==> src/pkg/pldp_pkg.sv <==
// Constants and types for the pin level data port
package pldp_pkg;
  localparam logic [7:0] PLDP_DATA_OFFSET = 8'hc4;
  localparam int PLDP_LO_PIN = 12;
  localparam int PLDP_HI_PIN = 18;
  localparam int PLDP_NPINS = 7;
  localparam int PLDP_PIN17 = 5;
  localparam int PLDP_PIN18 = 6;
  localparam int PLDP_NPORTS = 3;
  localparam int PLDP_LANE_BITS = 8;
  localparam logic [PLDP_NPINS-1:0] PLDP_DATA_RESET = 7'h00;
  localparam logic [1:0] PLDP_SEL_GPIN = 2'h0;
  localparam logic [1:0] PLDP_SEL_GPOUT = 2'h1;
  localparam logic [1:0] PLDP_SEL_ALT_A = 2'h2;
  localparam logic [1:0] PLDP_SEL_ALT_B = 2'h3;
  typedef enum logic [2:0] {
    PLDP_FN_GPIN,
    PLDP_FN_GPOUT,
    PLDP_FN_HP_INT,
    PLDP_FN_PRES_CHG,
    PLDP_FN_POWER_LIMIT_EXCEEDED_OUT,
    PLDP_FN_LED
  } pldp_fn_t;
endpackage : pldp_pkg

==> src/pkg/pldp_sync_if.sv <==
// Raw and synchronised pin levels between top and synchroniser
`timescale 1ns/1ps
interface pldp_sync_if;
  import pldp_pkg::*;
  logic [PLDP_NPINS-1:0] raw;
  logic [PLDP_NPINS-1:0] synced;
  modport src (output raw, input synced);
  modport sync (input raw, output synced);
endinterface : pldp_sync_if

==> src/verilog/pldp_sync.sv <==
// Two-flop synchroniser for pin levels
`timescale 1ns/1ps
module pldp_sync
  import pldp_pkg::*;
(
  input wire logic clk,
  input wire logic arst_n,
  pldp_sync_if.sync sif
);
  logic [PLDP_NPINS-1:0] meta_r;
  logic [PLDP_NPINS-1:0] stable_r;

  always_ff @(posedge clk or negedge arst_n)
  begin
    if (!arst_n)
    begin
      meta_r <= '0;
      stable_r <= '0;
    end
    else
    begin
      meta_r <= sif.raw;
      stable_r <= meta_r;
    end
  end

  assign sif.synced = stable_r;
endmodule : pldp_sync

==> src/verilog/pldp_port.sv <==
// Pin level data register, pins 12 to 18
`timescale 1ns/1ps
module pldp_port
  import pldp_pkg::*;
(
  input wire logic clk,
  input wire logic arst_n,
  input wire logic cfg_wr,
  input wire logic cfg_rd,
  input wire logic [7:0] cfg_addr,
  input wire logic [31:0] cfg_wdata,
  input wire logic [3:0] cfg_be,
  output logic [31:0] cfg_rdata,
  input wire logic eeprom_load,
  input wire logic [PLDP_NPINS-1:0] eeprom_data,
  input wire logic [1:0] pin18_function_select,
  input wire logic [1:0] pin17_function_select,
  input wire logic [PLDP_NPINS-3:0] gp_out_sel,
  input wire logic pin13_led_sel,
  input wire logic pin12_led_sel,
  input wire logic pin13_led_level,
  input wire logic pin12_led_level,
  input wire logic hotplug_interrupt_req,
  input wire logic [PLDP_NPORTS-1:0] presence_detect_changed,
  input wire logic [PLDP_NPORTS-1:0] presence_change_enable,
  input wire logic perst_active,
  input wire logic power_limit_override,
  input wire logic slot_power_exceeded,
  input wire logic [PLDP_NPINS-1:0] pin_in,
  output logic [PLDP_NPINS-1:0] pin_out,
  output logic [PLDP_NPINS-1:0] pin_oe
);
  pldp_fn_t fn [PLDP_NPINS];
  logic [PLDP_NPINS-1:0] data_r;
  logic [PLDP_NPINS-1:0] gpout_mask;
  logic [PLDP_NPINS-1:0] drive_val;
  logic [PLDP_NPINS-1:0] drive_en;
  logic hit;
  logic rd_hit;
  logic wr_hit;
  logic [PLDP_NPINS-1:0] wr_mask;
  logic [PLDP_NPINS-1:0] wr_bits;
  logic pres_chg;
  logic power_limit_exceeded_out;
  pldp_sync_if sif ();

  function automatic pldp_fn_t pin18_decode(input logic [1:0] sel);
    unique case (sel)
      PLDP_SEL_GPIN: pin18_decode = PLDP_FN_GPIN;
      PLDP_SEL_GPOUT: pin18_decode = PLDP_FN_GPOUT;
      PLDP_SEL_ALT_A: pin18_decode = PLDP_FN_HP_INT;
      PLDP_SEL_ALT_B: pin18_decode = PLDP_FN_PRES_CHG;
    endcase
  endfunction : pin18_decode

  function automatic pldp_fn_t pin17_decode(input logic [1:0] sel);
    unique case (sel)
      PLDP_SEL_GPIN: pin17_decode = PLDP_FN_GPIN;
      PLDP_SEL_GPOUT: pin17_decode = PLDP_FN_GPOUT;
      PLDP_SEL_ALT_A: pin17_decode = PLDP_FN_GPIN;
      PLDP_SEL_ALT_B: pin17_decode = PLDP_FN_POWER_LIMIT_EXCEEDED_OUT;
    endcase
  endfunction : pin17_decode

  // Byte lane that carries a pin's data bit
  function automatic logic lane_enabled(input logic [3:0] be, input int pin);
    lane_enabled = be[(PLDP_LO_PIN + pin) / PLDP_LANE_BITS];
  endfunction : lane_enabled

  // Pins sit in their own field; every other bit of the word reads zero
  function automatic logic [31:0] place_pins(input logic [PLDP_NPINS-1:0] lv);
    place_pins = '0;
    place_pins[PLDP_HI_PIN:PLDP_LO_PIN] = lv;
  endfunction : place_pins

  // Write data bits that belong to pins
  function automatic logic [PLDP_NPINS-1:0] pick_pins(input logic [31:0] word);
    pick_pins = word[PLDP_HI_PIN:PLDP_LO_PIN];
  endfunction : pick_pins

  // Full byte offset compare; neighbouring registers must not alias here
  function automatic logic addr_hit(input logic [7:0] addr);
    addr_hit = (addr == PLDP_DATA_OFFSET);
  endfunction : addr_hit

  // Pins are asynchronous to the core clock; only the second flop reaches reads
  assign sif.raw = pin_in;

  pldp_sync u_sync (
    .clk(clk),
    .arst_n(arst_n),
    .sif(sif)
  );

  // Function per pin
  always_comb
  begin
    for (int i = 0; i < PLDP_PIN17; i++)
    begin
      fn[i] = gp_out_sel[i] ? PLDP_FN_GPOUT : PLDP_FN_GPIN;
    end
    if (pin12_led_sel)
      fn[0] = PLDP_FN_LED;
    if (pin13_led_sel)
      fn[1] = PLDP_FN_LED;
    fn[PLDP_PIN18] = pin18_decode(pin18_function_select);
    fn[PLDP_PIN17] = pin17_decode(pin17_function_select);
  end

  always_comb
  begin
    for (int i = 0; i < PLDP_NPINS; i++)
      gpout_mask[i] = (fn[i] == PLDP_FN_GPOUT);
  end

  assign pres_chg = |(presence_detect_changed & presence_change_enable);
  assign power_limit_exceeded_out = perst_active | (slot_power_exceeded & ~power_limit_override);

  // Pin drive values; alternate functions come from internal logic
  always_comb
  begin
    for (int i = 0; i < PLDP_NPINS; i++)
    begin
      drive_en[i] = (fn[i] != PLDP_FN_GPIN);
      drive_val[i] = data_r[i];
    end
    drive_val[0] = (fn[0] == PLDP_FN_LED) ? pin12_led_level : data_r[0];
    drive_val[1] = (fn[1] == PLDP_FN_LED) ? pin13_led_level : data_r[1];
    unique case (fn[PLDP_PIN18])
      PLDP_FN_HP_INT: drive_val[PLDP_PIN18] = hotplug_interrupt_req;
      PLDP_FN_PRES_CHG: drive_val[PLDP_PIN18] = pres_chg;
      default: drive_val[PLDP_PIN18] = data_r[PLDP_PIN18];
    endcase
    if (fn[PLDP_PIN17] == PLDP_FN_POWER_LIMIT_EXCEEDED_OUT)
      drive_val[PLDP_PIN17] = power_limit_exceeded_out;
  end

  assign hit = addr_hit(cfg_addr);
  assign rd_hit = cfg_rd && hit;
  assign wr_hit = cfg_wr && hit;
  assign wr_bits = pick_pins(cfg_wdata);

  always_comb
  begin
    for (int i = 0; i < PLDP_NPINS; i++)
      wr_mask[i] = gpout_mask[i] && lane_enabled(cfg_be, i);
  end

  // Data bits: only general outputs take writes; byte lanes 1 and 2 hold pins 12 to 18
  always_ff @(posedge clk or negedge arst_n)
  begin
    // reset then load
    // Preload beats a write in the same cycle, so software cannot race it
    if (!arst_n)
      data_r <= PLDP_DATA_RESET;
    else if (eeprom_load)
      data_r <= eeprom_data;
    else if (wr_hit)
    begin
      for (int i = 0; i < PLDP_NPINS; i++)
      begin
        if (wr_mask[i])
          data_r[i] <= wr_bits[i];
      end
    end
  end

  // Registered pin outputs
  always_ff @(posedge clk or negedge arst_n)
  begin
    if (!arst_n)
    begin
      pin_out <= '0;
      pin_oe <= '0;
    end
    else
    begin
      pin_out <= drive_val;
      pin_oe <= drive_en;
    end
  end

  // Reads show synced pin levels for every function, so writes to non-outputs never appear
  always_ff @(posedge clk or negedge arst_n)
  begin
    if (!arst_n)
      cfg_rdata <= '0;
    else if (rd_hit)
    begin
      cfg_rdata <= place_pins(sif.synced);
    end
    else
      cfg_rdata <= '0;
  end
endmodule : pldp_port

==> config.mk <==
export PLATFORM = sky130hd
export DESIGN_NAME = pldp_port
export DESIGN_NICKNAME = d
export VERILOG_FILES = /design/src/pkg/pldp_pkg.sv /design/src/pkg/pldp_sync_if.sv /design/src/verilog/pldp_sync.sv /design/src/verilog/pldp_port.sv
export SDC_FILE = /design/constraint.sdc
export NUM_CORES = 1
export LEC_CHECK = 0
export ABC_AREA = 0
export BUFFER_PORTS_ARGS = -buffer_cell sky130_fd_sc_hd__buf_2
export CAP_MARGIN = 20
export CORE_MARGIN = 1
export CORE_UTILIZATION = 40
export DETAILED_ROUTE_END_ITERATION = 10
export PLACE_DENSITY = 0.87
export RECOVER_POWER = 25
export SYNTH_ARGS = -nofsm -noshare
export SYNTH_HDL_FRONTEND = slang
export SYNTH_SLANG_ARGS = --single-unit
==> constraint.sdc <==
create_clock -name clk -period 1.75 [get_ports clk]
set_input_delay 0.35 -clock clk [delete_from_list [all_inputs] [get_ports clk]]
set_output_delay 0.35 -clock clk [all_outputs]
set_load 0.005 [all_outputs]
# Word-level counts from Yosys, hierarchy flattened
# Index checks and enable logic that the tools add are counted.
# word_totals
out_inout_bits	46
ff_bits	67
input_bits	86
# op_classes
n_mux	23
reduce_logical	35
n_eq_ne	19
bitwise	4
# ops
op	count
$reduce_bool 3->1	7
$mux 19	1
$reduce_bool 2->1	8
$mux 1	15
$mux 7	2
$reduce_and 2->1	7
$eq 3x1->1 const B	4
$pmux 3 s4	1
$eq 3x3->1 const B	3
$logic_and 1x1->1	9
$pmux 3 s3	1
$eq 2x2->1 const B	4
$eq 8x8->1 const B	1
$eq 3x2->1 const B	2
$mux 3	2
$eq 2x1->1 const B	2
$logic_not 2->1	2
$and 3x3->3	1
$eq 1x1->1 const B	3
$reduce_or 3->1	1
$pmux 1 s2	1
$reduce_or 2->1	1
$and 1x1->1	1
$not 1->1	1
$or 1x1->1	1

# Depth between registers and ports, before layout
# depth
depth_word	8
depth_mapped	5
ltp_nobuf	3

# Modules after synthesis
# Synthesis repeated with hierarchy kept, for this count alone.
# hier_totals
cells_unflattened	135
hier_area_um2	1726.7
# by_module_without_submodules
mod	cells_each	instances	area_per_inst_um2
pldp_port	121	1	1376.3
pldp_sync	14	1	350.3

# Least setup slack after synthesis
# OpenSTA, ideal clock, no wires.
# synth_path
path_type	input to register
startpoint	input cfg_addr[1]
endpoint	register data_r[1]
t_arrival_ps	1596
path_slack_ps	74
path_buffers	2
setup_time_ps	80
required_time_ps	1670
path_stages	5
cell_sequence	or4b_1 > buf_2 > buf_6 > o41a_1 > a2bb2oi_1
# synth_via
elab_chain_len	4
# synth_lines
item	line_no	text
from (decl)	pldp_port.sv:10	input wire logic [7:0] cfg_addr,
$eq 8x8->1	pldp_port.sv:83	addr_hit = (addr == PLDP_DATA_OFFSET);
$logic_and 1x1->1	pldp_port.sv:140	assign wr_hit = cfg_wr && hit;
$reduce_bool 2->1 (no source line)	--	
$reduce_and 2->1 (no source line)	--	
to (signal assigned)	pldp_port.sv:157	data_r <= eeprom_data;
to (signal, indexed assignment)	pldp_port.sv:163	data_r[i] <= wr_bits[i];
to (decl)	pldp_port.sv:34	logic [PLDP_NPINS-1:0] data_r;
# No other way between the ends.
# A chain may end at the register's enable or synchronous reset.

# Final worst setup path
# layout_path
startpoint	input cfg_addr[1]
endpoint	register data_r[4]
# The elaborated chain is that of the path after synthesis.

==> flow_summary.ini <==
[status]
outcome = complete, no violations

[critical_path]
crit_buf_inv = 2
critPathKind = in2reg
cp_cell_sequence = buf_2, or4b_1, buf_4, o41a_1, a2bb2oi_1
required_ps = 1960
startpoint_type = input port
slowest_stage = or4b_1
crit_path_end_kind = flop
max_stage_delay_ps = 500
path_max_fanout = 15
cp_data_arrival_time_ps = 1690
critPathTopFamily = compound AO/OA/AOI/OAI gates

[placed_design]
port_buffers = 79
dp_hpwl_mm = 2.70
place.gp.congestion = 0.746
place_inst = 258

[finish]
areaGrowthSynthToFinish_pct = 27.7
num_antenna_cells = 0
drive_gt1_frac = 0.406
stdcell_count = 267
seq_area_um2 = 1050
nFillCells = 369
nNetsFinal = 302
multi_input_area_um2 = 507

[floorplanning]
dieArea_um2 = 4540
die_w_um = 67.4
initial_core_util = 0.421
core_um2 = 4060
io_pins = 132
rows = 23
dieHeight_um = 67.4

[power]
combinationalPowerShare = 0.107
vdd_drop_max_mv = 0.316
seq_power_share = 0.522
p_switching_w = 0.000434
clkPwrFrac = 0.370
p_int_w = 0.00156
p_per_area_nw_per_um2 = 913
p_sw_frac = 0.218
p_leak_nw = 1.11

[yosys]
synth_seq_cells = 42
synthFlopType = dfrtp_1
netlist_area_um2 = 1710
postSynthAreaPerCell_um2 = 12.9
async_flop_share = 1.00
synth.most_common_cell = dfrtp_1
synth_top_area_cell = dfrtp_1
synthCells = 133
synth_edf_count = 0
yosysWarnings = 0
yosysSeqAreaShare = 0.615
synth_top_area_share = 0.615
yosysUniqueCellTypes = 25
synth_area_leaders = dfrtp_1 (61%), buf_4 (11%), o41a_1 (2.6%)
synth.top_cells.by_count = dfrtp_1 (42), buf_4 (25), and3_1 (7)

[routing]
vias_per_cell = 4.65
drcViolationCount = 0
vias = 1241
drt-pass1-iter-count = 4
wl_per_cell_um = 13.3
drtIter0Drc = 52
routed_wl_mm = 3.54
antenna_left = 0

[flow_run]
cap_violations = 0

[cts]
cts_tree = built
clockBufferDepth = 2
numCtsBuffers = 5
clkSinkCount = 42
ctsResizeCount = 0
root_buffer = clkbuf_8
clk_pin_slew_worst_paths_ps = 70
cts.htree.levels = 2
clk_latency_ps = 290

[grt]
antenna_found_initial = 0
grt_pass1_vias = 1194
grt_pass1_wl_mm = 5.46
grt_usage = 0.173
overflow = 0
grt_max_degree = 30

[timing]
period_share = 0.843
hold_viol_final = 0
rsz0062_at_grt = false
setup_violations = 0
period_needed_ps = 1480
fmax_mhz = 678
final.setup.tns_ps = 0
finalMaxSlewViolations = 0
finalClockSkew_ps = 5.49

[worst_hold_path]
hold_class = in2reg
==> cell usage in the layout, fill, tap and decap left out, types with 2 or more instances in the layout <==
| master | n |
|---|---|
| o31a_1 | 3 |
| nor2_1 | 2 |
| a2bb2oi_1 | 4 |
| a21oi_1 | 3 |
| nand4b_1 | 4 |
| nand3_1 | 3 |
| clkbuf_8 | 5 |
| mux2_2 | 3 |
| clkbuf_1 | 8 |
| o41ai_1 | 2 |
| o31ai_1 | 5 |
| dfrtp_1 | 42 |
| and3_1 | 7 |
| buf_4 | 2 |
| nand4_1 | 3 |
| or2_2 | 3 |
| buf_2 | 73 |
| conb_1 | 25 |
| o41a_1 | 4 |
| o22a_1 | 3 |
| inv_1 | 6 |
==> metrics by stage <==
step / hold slack [ps] / utilization / power, W / setup slack (ps) / instance area (um2)
after detailed placement: 262 / 0.511 / 0.00128 / -45.2 / 2070
after floorplan: 54.4 / - / 0.00118 / 74.1 / 1800
after CTS: 151 / 0.540 / 0.00201 / 265 / 2190
after global placement: 250 / 0.511 / 0.00126 / 5.38 / 2070
after global routing: 147 / 0.538 / 0.00208 / 213 / 2180
final: 162 / 0.538 / 0.00199 / 275 / 2180
==> per-layer routing <==
| metal | vias to the layer above | wire length (um) | global-route usage |
|---|---|---|---|
| li1 | 589 | - | - |
| met1 | 595 | 1330 | 0.186 |
| met2 | 52 | 1950 | 0.310 |
| met3 | 5 | 200 | 0.0490 |
| met4 | 0 | 70 | 0.0798 |
| met5 | - | 0 | 0 |
==> area by class of cell <==
class,count,share of cell area
repair buffers,83,0.198
clock inverters,1,0.0138
flip-flops and latches,42,0.482
clock buffers,7,0.0350
well taps,50,0.0287
inverters,6,0.0103
multi-input cells,78,0.232
==> registers in the layout, indices dropped and copies added, names as in the netlist <==
| name | count |
|---|---|
| u_sync.sif.synced | 7 |
| u_sync.meta_r | 7 |
| data_r | 7 |
| pin_out | 7 |
| cfg_rdata | 7 |
| pin_oe | 7 |
==> worst reg2reg max path, delay by kind of cell (launching register included) <==
| kind | cells | cell delay, ps |
|---|---|---|
| DFF | 1 | 380 |
| AOI/OAI and AO/OA | 2 | 270 |
==> timing repair <==
action	CTS	global route
hold endpoints to repair	13	0
hold buffers	1	0
setup endpoints to repair	0	0
setup buffers	0	0
==> power groups by stage <==
stage	Combinational, W	Clock (W)	Sequential [W]
final	0.000214	0.000738	0.00104
after global routing	0.000243	0.000790	0.00105
after CTS	0.000218	0.000754	0.00104
after detailed placement	0.000216	0	0.00106
after global placement	0.000207	0	0.00106
after floorplan	0.000121	0	0.00106
==> cell families after synthesis <==
family                 after synthesis  synth area share
flip-flops                          42             0.615
buffers and inverters               37             0.141
AO/OA/AOI/OAI                       26             0.128
AND/OR/NAND/NOR                     24            0.0937
multiplexers                         3            0.0198
other                                1           0.00219
==> path summary, 6_finish.rpt <==
kind,from,end,slack (ps),depth (start not counted)
worst max-delay path,cfg_addr[1],data_r[4],270,5
worst min-delay path,pin_in[4],u_sync.meta_r[4],160,1
worst max register to register,data_r[2],data_r[2],990,2
worst min register to register,u_sync.meta_r[2],u_sync.sif.synced[2],360,0
max in group asynchronous,arst_n,data_r[5],800,3
min in group asynchronous,arst_n,cfg_rdata[12],490,2
Power figures use the tool's default switching activity.
